==> config.mk <==
export PLATFORM = sky130hd
export DESIGN_NAME = pwbi_burst_input
export DESIGN_NICKNAME = d
export VERILOG_FILES = /design/src/design/pwbi_pkg.sv /design/src/design/pwbi_burst_input.sv /design/src/design/pwbi_skid_buf.sv
export SDC_FILE = /design/constraint.sdc
export NUM_CORES = 1
export LEC_CHECK = 0
export BUFFER_PORTS_ARGS = -buffer_cell sky130_fd_sc_hd__buf_4
export CORE_MARGIN = 1
export CORE_UTILIZATION = 40
export DETAILED_ROUTE_END_ITERATION = 8
export GPL_TIMING_DRIVEN = 1
export SLEW_MARGIN = 20
export SYNTH_ARGS = -nofsm -noshare
export SYNTH_HDL_FRONTEND = slang
export SYNTH_SLANG_ARGS = --single-unit
==> constraint.sdc <==
create_clock -name sys_clk -period 9.3 [get_ports sys_clk]
set_clock_uncertainty 0.1 [all_clocks]
set_input_delay 2.325 -clock sys_clk [delete_from_list [all_inputs] [get_ports sys_clk]]
set_output_delay 2.325 -clock sys_clk [all_outputs]
set_load 0.005 [all_outputs]
==> src/design/pwbi_pkg.sv <==
package pwbi_pkg;

   // Datapath widths
   localparam int DATA_W = 16;
   localparam int ADDR_W = 16;

   // Reset values
   localparam logic [15:0] WORD_ZERO = 16'h0000;
   localparam logic [1:0]  HOLD_ZERO = 2'h0;

   // Address step between successive buffer words
   localparam logic [15:0] ADDR_STEP = 16'h0001;

   // Strobe hold: two cycles of pin synchroniser plus the capture cycle
   localparam int          SYNC_STAGES = 2;
   localparam logic [1:0]  STROBE_LAST = 2'h2;

   // Sequencer states, one-hot
   typedef enum logic [8:0] {
      S_IDLE     = 9'h001,
      S_WAIT_INT = 9'h002,
      S_WAIT_RDY = 9'h004,
      S_LOAD     = 9'h008,
      S_BURST    = 9'h010,
      S_STEP     = 9'h020,
      S_TEST     = 9'h040,
      S_DONE     = 9'h080,
      S_INTR     = 9'h100
   } pwbi_state_e;

endpackage

==> src/design/pwbi_burst_input.sv <==
`timescale 1ns/100ps

// Function
// - Save program counter as re-entry address
// - Word count held as transfer down-counter
// - Pending interrupt while waiting takes exit path
// - Repeat ready test until data ready
// - First address to M, next to P
// - Check each write against fence and mapping
// - Bus-enable strobe per word drives data in
// - Captured word written at M address
// - Per word: count down, M from P, P up
// - Loop while count non-zero, else finish
// - Fetch next instruction from saved address
// - Finish: address after last word in B, A zero
// - Interrupt: restore re-entry address, hand off
// - Strobe high while device drives bus
module pwbi_burst_input (
   // Clock and reset
   input  wire logic        sys_clk,
   input  wire logic        reset_n,
   // Burst request from the instruction decoder
   input  wire logic        burstStart,
   input  wire logic [15:0] pcIn,
   input  wire logic [15:0] accAIn,
   input  wire logic [15:0] accBIn,
   input  wire logic        intPending,
   // Memory protection
   input  wire logic [15:0] fenceAddr,
   input  wire logic        mapViolation,
   // Port pins
   input  wire logic        portDataReady_n,
   input  wire logic [15:0] portBusIn,
   output logic             portBusEnableStrobe,
   // Memory write side
   output logic             memWrite,
   input  wire logic        memReady,
   output logic [15:0]      memAddr,
   output logic [15:0]      memData,
   // Results
   output logic             busy,
   output logic [15:0]      accAOut,
   output logic [15:0]      accBOut,
   output logic [15:0]      pcOut,
   output logic             fetchReq,
   output logic [15:0]      fetchAddr,
   output logic             intExit,
   output logic             protectError
);

   pwbi_pkg::pwbi_state_e state_q;
   pwbi_pkg::pwbi_state_e state_d;
   logic [15:0] scratch_q;
   logic [15:0] scratch_d;
   logic [15:0] count_q;
   logic [15:0] count_d;
   logic [15:0] mAddr_q;
   logic [15:0] mAddr_d;
   logic [15:0] pc_q;
   logic [15:0] pc_d;
   logic [1:0]  hold_q;
   logic [1:0]  hold_d;
   logic        strobe_q;
   logic        strobe_d;
   logic        busy_q;
   logic        busy_d;
   logic [15:0] accA_q;
   logic [15:0] accA_d;
   logic [15:0] accB_q;
   logic [15:0] accB_d;
   logic [15:0] pcOut_q;
   logic [15:0] pcOut_d;
   logic        fetchReq_q;
   logic        fetchReq_d;
   logic [15:0] fetchAddr_q;
   logic [15:0] fetchAddr_d;
   logic        intExit_q;
   logic        intExit_d;
   logic        protErr_q;
   logic        protErr_d;
   logic        rdySync1_q;
   logic        rdySync2_q;
   logic [15:0] datSync1_q;
   logic [15:0] datSync2_q;
   logic        violation;
   logic        push;
   logic        bufReady;
   logic        bufEmpty;
   logic [31:0] bufOut;

   // Pin synchronisers; first stage feeds only the second
   always_ff @(posedge sys_clk or negedge reset_n) begin
      if (!reset_n) begin
         rdySync1_q <= 1'b1;
         rdySync2_q <= 1'b1;
         datSync1_q <= pwbi_pkg::WORD_ZERO;
         datSync2_q <= pwbi_pkg::WORD_ZERO;
      end else begin
         rdySync1_q <= portDataReady_n;
         rdySync2_q <= rdySync1_q;
         datSync1_q <= portBusIn;
         datSync2_q <= datSync1_q;
      end
   end

   // Write target below the fence or rejected by the map
   assign violation = (mAddr_q < fenceAddr) || mapViolation;

   // Sequencer next state
   always_comb begin
      state_d     = state_q;
      scratch_d   = scratch_q;
      count_d     = count_q;
      mAddr_d     = mAddr_q;
      pc_d        = pc_q;
      hold_d      = hold_q;
      strobe_d    = 1'b0;
      busy_d      = busy_q;
      accA_d      = accA_q;
      accB_d      = accB_q;
      pcOut_d     = pcOut_q;
      fetchReq_d  = 1'b0;
      fetchAddr_d = fetchAddr_q;
      intExit_d   = 1'b0;
      protErr_d   = 1'b0;
      push        = 1'b0;
      case (state_q)
         pwbi_pkg::S_IDLE: begin
            if (burstStart) begin
               scratch_d = pcIn;
               count_d   = accAIn;
               mAddr_d   = accBIn;
               busy_d    = 1'b1;
               // Zero count skips straight to the exit
               state_d   = (accAIn == pwbi_pkg::WORD_ZERO) ? pwbi_pkg::S_DONE : pwbi_pkg::S_WAIT_INT;
            end
         end
         pwbi_pkg::S_WAIT_INT: begin
            state_d = intPending ? pwbi_pkg::S_INTR : pwbi_pkg::S_WAIT_RDY;
         end
         pwbi_pkg::S_WAIT_RDY: begin
            // Ready is sampled after two flops; a glitchy ready just loops again
            state_d = !rdySync2_q ? pwbi_pkg::S_LOAD : pwbi_pkg::S_WAIT_INT;
         end
         pwbi_pkg::S_LOAD: begin
            mAddr_d  = mAddr_q;
            pc_d     = mAddr_q + pwbi_pkg::ADDR_STEP;
            hold_d   = pwbi_pkg::HOLD_ZERO;
            strobe_d = 1'b1;
            state_d  = pwbi_pkg::S_BURST;
         end
         pwbi_pkg::S_BURST: begin
            strobe_d = 1'b1;
            if (hold_q != pwbi_pkg::STROBE_LAST) begin
               hold_d = hold_q + 2'h1;
            end else if (violation) begin
               // Abort without storing; software restarts from re-entry
               strobe_d  = 1'b0;
               protErr_d = 1'b1;
               pcOut_d   = scratch_q;
               accA_d    = count_q;
               accB_d    = mAddr_q;
               busy_d    = 1'b0;
               state_d   = pwbi_pkg::S_IDLE;
            end else if (bufReady) begin
               push     = 1'b1;
               strobe_d = 1'b0;
               state_d  = pwbi_pkg::S_STEP;
            end
         end
         pwbi_pkg::S_STEP: begin
            count_d = count_q - pwbi_pkg::ADDR_STEP;
            mAddr_d = pc_q;
            pc_d    = pc_q + pwbi_pkg::ADDR_STEP;
            state_d = pwbi_pkg::S_TEST;
         end
         pwbi_pkg::S_TEST: begin
            if (count_q != pwbi_pkg::WORD_ZERO) begin
               hold_d   = pwbi_pkg::HOLD_ZERO;
               strobe_d = 1'b1;
               state_d  = pwbi_pkg::S_BURST;
            end else begin
               state_d = pwbi_pkg::S_DONE;
            end
         end
         pwbi_pkg::S_DONE: begin
            // Hold completion until every word has reached memory
            if (bufEmpty) begin
               fetchReq_d  = 1'b1;
               fetchAddr_d = scratch_q;
               pcOut_d     = scratch_q + pwbi_pkg::ADDR_STEP;
               accA_d      = pwbi_pkg::WORD_ZERO;
               accB_d      = mAddr_q;
               busy_d      = 1'b0;
               state_d     = pwbi_pkg::S_IDLE;
            end
         end
         pwbi_pkg::S_INTR: begin
            pcOut_d   = scratch_q;
            accA_d    = count_q;
            accB_d    = mAddr_q;
            intExit_d = 1'b1;
            busy_d    = 1'b0;
            state_d   = pwbi_pkg::S_IDLE;
         end
         default: begin
            busy_d  = 1'b0;
            state_d = pwbi_pkg::S_IDLE;
         end
      endcase
   end

   // Sequencer registers
   always_ff @(posedge sys_clk or negedge reset_n) begin
      if (!reset_n) begin
         state_q     <= pwbi_pkg::S_IDLE;
         scratch_q   <= pwbi_pkg::WORD_ZERO;
         count_q     <= pwbi_pkg::WORD_ZERO;
         mAddr_q     <= pwbi_pkg::WORD_ZERO;
         pc_q        <= pwbi_pkg::WORD_ZERO;
         hold_q      <= pwbi_pkg::HOLD_ZERO;
         strobe_q    <= 1'b0;
         busy_q      <= 1'b0;
         accA_q      <= pwbi_pkg::WORD_ZERO;
         accB_q      <= pwbi_pkg::WORD_ZERO;
         pcOut_q     <= pwbi_pkg::WORD_ZERO;
         fetchReq_q  <= 1'b0;
         fetchAddr_q <= pwbi_pkg::WORD_ZERO;
         intExit_q   <= 1'b0;
         protErr_q   <= 1'b0;
      end else begin
         state_q     <= state_d;
         scratch_q   <= scratch_d;
         count_q     <= count_d;
         mAddr_q     <= mAddr_d;
         pc_q        <= pc_d;
         hold_q      <= hold_d;
         strobe_q    <= strobe_d;
         busy_q      <= busy_d;
         accA_q      <= accA_d;
         accB_q      <= accB_d;
         pcOut_q     <= pcOut_d;
         fetchReq_q  <= fetchReq_d;
         fetchAddr_q <= fetchAddr_d;
         intExit_q   <= intExit_d;
         protErr_q   <= protErr_d;
      end
   end

   // Word buffer so a stalled memory loses nothing
   pwbi_skid_buf #(
      .WIDTH(pwbi_pkg::ADDR_W + pwbi_pkg::DATA_W)
   ) u_buf (
      .sys_clk  (sys_clk),
      .reset_n  (reset_n),
      .inValid  (push),
      .inReady  (bufReady),
      .inData   ({mAddr_q, datSync2_q}),
      .outValid (memWrite),
      .outReady (memReady),
      .outData  (bufOut),
      .empty    (bufEmpty)
   );

   // Output wiring, all from flops
   assign memAddr             = bufOut[31:16];
   assign memData             = bufOut[15:0];
   assign portBusEnableStrobe = strobe_q;
   assign busy                = busy_q;
   assign accAOut             = accA_q;
   assign accBOut             = accB_q;
   assign pcOut               = pcOut_q;
   assign fetchReq            = fetchReq_q;
   assign fetchAddr           = fetchAddr_q;
   assign intExit             = intExit_q;
   assign protectError        = protErr_q;
endmodule

==> src/design/pwbi_skid_buf.sv <==
`timescale 1ns/100ps

// Two-entry buffer: output register plus one skid slot
module pwbi_skid_buf #(
   parameter int WIDTH = 32
) (
   // Clock and reset
   input  wire logic             sys_clk,
   input  wire logic             reset_n,
   // Filling side
   input  wire logic             inValid,
   output logic                  inReady,
   input  wire logic [WIDTH-1:0] inData,
   // Draining side
   output logic                  outValid,
   input  wire logic             outReady,
   output logic [WIDTH-1:0]      outData,
   // Status
   output logic                  empty
);

   logic             outValid_q;
   logic             outValid_d;
   logic [WIDTH-1:0] outData_q;
   logic [WIDTH-1:0] outData_d;
   logic             skidValid_q;
   logic             skidValid_d;
   logic [WIDTH-1:0] skidData_q;
   logic [WIDTH-1:0] skidData_d;

   // Ready only from flops, so the source never sees a combinational loop
   assign inReady  = !skidValid_q;
   assign outValid = outValid_q;
   assign outData  = outData_q;
   assign empty    = !outValid_q && !skidValid_q;

   // Next entry contents
   always_comb begin
      outValid_d  = outValid_q;
      outData_d   = outData_q;
      skidValid_d = skidValid_q;
      skidData_d  = skidData_q;
      if (outReady || !outValid_q) begin
         if (skidValid_q) begin
            outValid_d  = 1'b1;
            outData_d   = skidData_q;
            skidValid_d = 1'b0;
         end else begin
            outValid_d = inValid;
            outData_d  = inData;
         end
      end else if (inValid && !skidValid_q) begin
         // Drain stalled: park the word instead of dropping it
         skidValid_d = 1'b1;
         skidData_d  = inData;
      end
   end

   // Entry registers
   always_ff @(posedge sys_clk or negedge reset_n) begin
      if (!reset_n) begin
         outValid_q  <= 1'b0;
         outData_q   <= '0;
         skidValid_q <= 1'b0;
         skidData_q  <= '0;
      end else begin
         outValid_q  <= outValid_d;
         outData_q   <= outData_d;
         skidValid_q <= skidValid_d;
         skidData_q  <= skidData_d;
      end
   end

endmodule

Yosys cells after proc, flatten, opt, wreduce, memory -nomap -nowiden
Index checks and enable logic that the tools add are counted.
{"block": "word_totals", "register_bits": 244, "inputBits": 87, "out_inout_bits": 102, "word_cells": 124}
{"block": "classes", "n_addsub": 5, "reduce_logical": 22, "muxes": 54, "n_lt_le_gt_ge": 1, "n_bitwise": 2, "eq_ne": 17}
{"operator": "2-to-1 mux 16 bit", "n": 11}
{"operator": "case mux 16 bit (3 select lines)", "n": 3}
{"operator": "case mux 16 bit (2 select lines)", "n": 3}
{"operator": "case mux 9 bit (8 select lines)", "n": 1}
{"operator": "2-to-1 mux 9 bit", "n": 6}
{"operator": "adder 16 x 1 -> 16 bit (second input constant)", "n": 3}
{"operator": "2-to-1 mux 32 bit", "n": 1}
{"operator": "2-to-1 mux 1 bit", "n": 21}
{"operator": "zero test 16 bit", "n": 1}
{"operator": "less-than comparator 16 bit", "n": 1}
{"operator": "2-to-1 mux 8 bit", "n": 2}
{"operator": "nonzero test 16 bit", "n": 1}
{"operator": "subtractor 16 x 1 -> 16 bit (second input constant)", "n": 1}
{"operator": "inequality test 2 bit (second input constant)", "n": 7}
{"operator": "equality test 9 x 1 -> 1 bit (second input constant)", "n": 1}
{"operator": "equality test 9 x 2 -> 1 bit (second input constant)", "n": 1}
{"operator": "equality test 9 x 3 -> 1 bit (second input constant)", "n": 1}
{"operator": "equality test 9 x 4 -> 1 bit (second input constant)", "n": 1}
{"operator": "equality test 9 x 5 -> 1 bit (second input constant)", "n": 1}
{"operator": "equality test 9 x 6 -> 1 bit (second input constant)", "n": 1}
{"operator": "equality test 9 x 7 -> 1 bit (second input constant)", "n": 1}
{"operator": "equality test 9 x 8 -> 1 bit (second input constant)", "n": 1}
{"operator": "equality test 9 bit (second input constant)", "n": 1}
{"operator": "AND reduction 2 bit", "n": 4}
{"operator": "other kinds (17)", "n": 26}

Depth between registers and ports, before layout
{"block": "depth", "word_depth": 8, "ltp_mapped": 13}

By module
A second synthesis with hierarchy kept.
{"block": "unflattened", "cells_unflattened": 1024, "hier_area_um2": 11462.2}
{"mod": "pwbi_burst_input", "seq_area_each_um2": 4458.0, "area_each_um2": 8449.4, "cells_per_inst": 843, "instances": 1}
{"mod": "pwbi_skid_buf", "seq_area_each_um2": 1651.6, "area_each_um2": 3012.9, "cells_per_inst": 181, "instances": 1}

Worst setup path after synthesis
OpenSTA, ideal clock, no wires.
{"block": "synth_timing", "kind": "input to register", "from": "input fenceAddr[13]", "to": "register accB_q[5] (netlist: accBOut[5])", "path_slack_ps": 4791, "arrival_ps": 4282, "path_buffers": 2, "path_stages": 10, "required_ps": 9073, "cell_sequence": "inv_1 ha_1 a21o_1 a21o_1 a221oi_1 a211oi_2 nand2b_1 buf_4 buf_6 mux2_1"}
{"block": "synth_via", "elab_chain_cells": 4}
{"element": "start: declaration", "line": "pwbi_burst_input.sv:29", "text": "input wire logic [15:0] fenceAddr,"}
{"element": "less-than comparator 16 bit", "line": "pwbi_burst_input.sv:107", "text": "assign violation = (mAddr_q < fenceAddr) || mapViolation;"}
{"element": "logical OR 1 bit", "line": "pwbi_burst_input.sv:107"}
{"element": "inequality test 2 bit (no line)"}
{"element": "AND reduction 4 bit (no line)"}
{"element": "end signal: assignment", "line": "pwbi_burst_input.sv:225", "text": "accB_q <= pwbi_pkg::WORD_ZERO;"}
{"element": "end: declaration", "line": "pwbi_burst_input.sv:69", "text": "logic [15:0] accB_q;"}
Every way passes these cells.
A chain may end at the register's enable or synchronous reset.

Final worst setup path
{"block": "layout_timing", "from": "input fenceAddr[3]", "to": "register pcOut_q[1] (netlist: pcOut[1])"}
{"block": "layout_via", "elab_chain_cells": 4}
{"element": "less-than comparator 16 bit", "line": "pwbi_burst_input.sv:107"}
{"element": "logical OR 1 bit", "line": "pwbi_burst_input.sv:107"}
{"element": "inequality test 2 bit (no line)"}
{"element": "AND reduction 4 bit (no line)"}
{"element": "end signal: assignment", "line": "pwbi_burst_input.sv:226", "text": "pcOut_q <= pwbi_pkg::WORD_ZERO;"}
{"element": "end signal: assignment", "line": "pwbi_burst_input.sv:242", "text": "pcOut_q <= pcOut_d;"}
{"element": "end: declaration", "line": "pwbi_burst_input.sv:71", "text": "logic [15:0] pcOut_q;"}
Every way passes these cells.

==> flow_metrics.py <==
metrics = {
    "run_status": {
        "status": "finished clean",
    },
    "routing": {
        "drt_iter0_markers": 581,
        "drt_first_pass_iters": 5,
        "post-route-drc-count": 0,
        "vias_per_cell": 5.43,
        "ant_nets": 0,
        "drt-total-wl_um": 28400,
        "avgRoutedWirePerCell_um": 17.8,
        "via_count": 8660,
    },
    "timing": {
        "hold_viol": 0,
        "tns_ns": 0,
        "rsz0062_at_grt": "no",
        "fmax_mhz": 195,
        "min_period_ns": 5.13,
        "relSlewSlack": 0.343,
        "post-route-period-util": 0.552,
        "drv_slew": 0,
        "tightestPinTransition_ns": 0.983,
        "finalSetupViolations": 0,
    },
    "layout": {
        "syn_to_final_growth_pct": 23.9,
        "final_net_count": 1339,
        "layout.cells.non_filler": 1594,
        "diodes": 0,
        "drive_above_1_share": 0.245,
    },
    "cts": {
        "path_clk_slew_ns": 0.06,
        "clk-insertion-delay-late_ns": 0.53,
        "postCtsSetupBuffers": 0,
        "cts_buffers": 27,
        "numClockSinks": 244,
        "htree_levels": 1,
        "cts_buffer_depth": 3,
        "cts_tree": "done",
        "cts_root_buf": "clkbuf_16",
        "cts_hold_buf": 0,
        "cts_resized": 0,
    },
    "synth": {
        "synth.avg_cell_area_um2": 10.3,
        "synthTopCellsByCount": "dfrtp_1 (241), nand2_1 (197), nor2_1 (88)",
        "ys.flop_type": "dfrtp_1",
        "yosysSeqAreaShare": 0.556,
        "synth_edf_count": 0,
        "postSynthCellCount": 1069,
        "synth_seq_cells": 244,
        "synth_largest_area_cell": "dfrtp_1",
        "synth_nets": 1175,
        "ys_top_cells_by_area": "dfrtp_1 (55%), nand2_1 (6.7%), mux2_2 (3.7%), mux2i_1 (3.5%), nor2_1 (3.0%)",
        "netlist.area_leader.share": 0.549,
        "async_flop_share": 1.00,
        "synth_cell_types": 63,
        "yosysMostFrequentCell": "dfrtp_1",
        "netlist_area_mm2": 0.0110,
        "yosysWarningCount": 0,
    },
    "setup_path": {
        "end_kind": "register",
        "r2r-end": "pc_q[14]",
        "startpoint": "fenceAddr[3]",
        "r2r_start": "state_q[1]",
        "crit_path_max_fanout": 33,
        "worstPathArrival_ns": 5.43,
        "r2r_slack_ns": 5.07,
        "r2r_cells": 12,
        "crit_type": "input port to register",
        "crit_end": "pcOut[1]",
        "cp-start-kind": "input port",
        "worst_ep_required_time_ns": 9.60,
    },
    "power": {
        "pwr-share-seq": 0.453,
        "max-vdd-ir-drop_mv": 0.141,
        "p_sw_frac": 0.328,
        "internal_power_uw": 2420,
        "combPwrFrac": 0.250,
        "powerDensity_mw_per_mm2": 265,
        "power_leakage_uw": 0.00623,
        "p_sw_uw": 1180,
        "clkPwrFrac": 0.297,
    },
    "global_routing": {
        "grt_max_degree": 188,
        "grt-ovfl-total": 0,
        "grt_pass1_wl_um": 46200,
        "grt_pass1_vias": 8488,
        "antenna_found_initial": 0,
        "track_usage": 0.204,
    },
    "floorplan": {
        "fp.dieW_um": 168,
        "coreArea_mm2": 0.0270,
        "io_pins": 189,
        "die_area_mm2": 0.0281,
        "row_count": 60,
        "die_height_um": 168,
        "start_util": 0.408,
    },
    "placement": {
        "gp_congestion": 0.818,
        "place_inst": 1544,
        "dp_hpwl_um": 18500,
        "port_buffers": 188,
    },
    "job": {
        "maxCapViolations": 0,
    },
    "worst_hold_path": {
        "hold_path_class": "register to register",
    },
}
==> cell families (layout without fill, tap and decap cells) <==
group,count (synthesis),count (layout),synth area share
xor+xnor,17,17,0.0135
fa+ha+maj,19,19,0.0216
compound gates,219,219,0.140
mux,75,75,0.0725
buf+inv,93,277,0.0343
simple gates,402,402,0.162
flops,244,244,0.556
==> worst min-delay path by stage <==
stage,cells after the start,slack (ns),from,endpoint
after global placement,0,0.23,datSync1_q[1],datSync2_q[1]
final,0,0.25,datSync1_q[11],datSync2_q[11]
after CTS,0,0.25,datSync1_q[1],datSync2_q[1]
after detailed placement,0,0.23,datSync1_q[10],datSync2_q[10]
after global routing,0,0.26,datSync1_q[9],datSync2_q[9]
after floorplan,0,0.23,datSync1_q[0],datSync2_q[0]
==> registers in the layout (all words and copies together), names as in the netlist, 2 cells and up <==
name	count
pcOut	16
fetchAddr	16
u_buf.outData	32
datSync1_q	16
accBOut	16
datSync2_q	16
pc_q	16
hold_q	2
u_buf.skidData_q	32
scratch_q	16
mAddr_q	16
accAOut	16
state_q	9
count_q	16
==> cells in the final DEF, fill, tap and decap left out, drive strengths merged, types with 8 or more instances in the layout <==
| cell | instances |
|---|---|
| a211oi | 13 |
| a21oi | 34 |
| a31oi | 16 |
| a32o | 32 |
| buf | 200 |
| clkbuf | 43 |
| dfrtp | 241 |
| ha | 19 |
| inv | 29 |
| mux2 | 37 |
| mux2i | 38 |
| nand2 | 197 |
| nand3 | 40 |
| nand4 | 13 |
| nor2 | 89 |
| nor3 | 19 |
| nor4 | 10 |
| o21ai | 65 |
| o2bb2ai | 17 |
| xnor2 | 9 |
| xor2 | 8 |
==> stage by stage <==
step | setup WS [ns] | total power, µW | hold WS, ns | instance area [µm²] | util
after CTS | 4.12 | 3640 | 0.250 | 13600 | 0.504
after global placement | 3.60 | 2530 | 0.232 | 12700 | 0.471
after detailed placement | 3.58 | 2550 | 0.235 | 12700 | 0.471
final | 4.17 | 3600 | 0.248 | 13600 | 0.505
after floorplan | 4.79 | 2090 | 0.231 | 11000 | -
after global routing | 3.95 | 3830 | 0.256 | 13600 | 0.505
==> power by group through the flow <==
stage | clock network (µW) | registers (µW) | logic [µW]
after floorplan | 0 | 1520 | 565
after global placement | 0 | 1640 | 882
after detailed placement | 0 | 1640 | 909
after CTS | 1090 | 1630 | 913
after global routing | 1140 | 1670 | 1020
final | 1070 | 1630 | 900
==> layer usage <==
layer,vias to the layer above,track usage,share of wire
li1,4130,-,-
met1,4278,0.293,0.47
met2,216,0.325,0.46
met3,36,0.0326,0.047
met4,0,0.0463,0.020
met5,-,0,0
==> worst max-delay path, stage by stage <==
cell and delay [ns]:
buf_4 0.07, inv_1 0.03, ha_1 0.29, nand2_1 0.05, o21ai_0 0.40, a221oi_1 0.27, a211oi_2 0.27, buf_4 0.31
nand2b_2 0.49, buf_4 0.50, mux2_2 0.40
==> area by class of cell <==
cell class | count | area [µm²]
Clock buffer | 43 | 836
Clock inverter | 6 | 62.6
Fill cell | 2473 | 13300
Inverter | 28 | 105
Multi-Input combinational cell | 732 | 4530
Sequential cell | 244 | 6110
Tap cell | 341 | 427
Timing Repair Buffer | 200 | 1540
(Power assumes the default switching activity.)
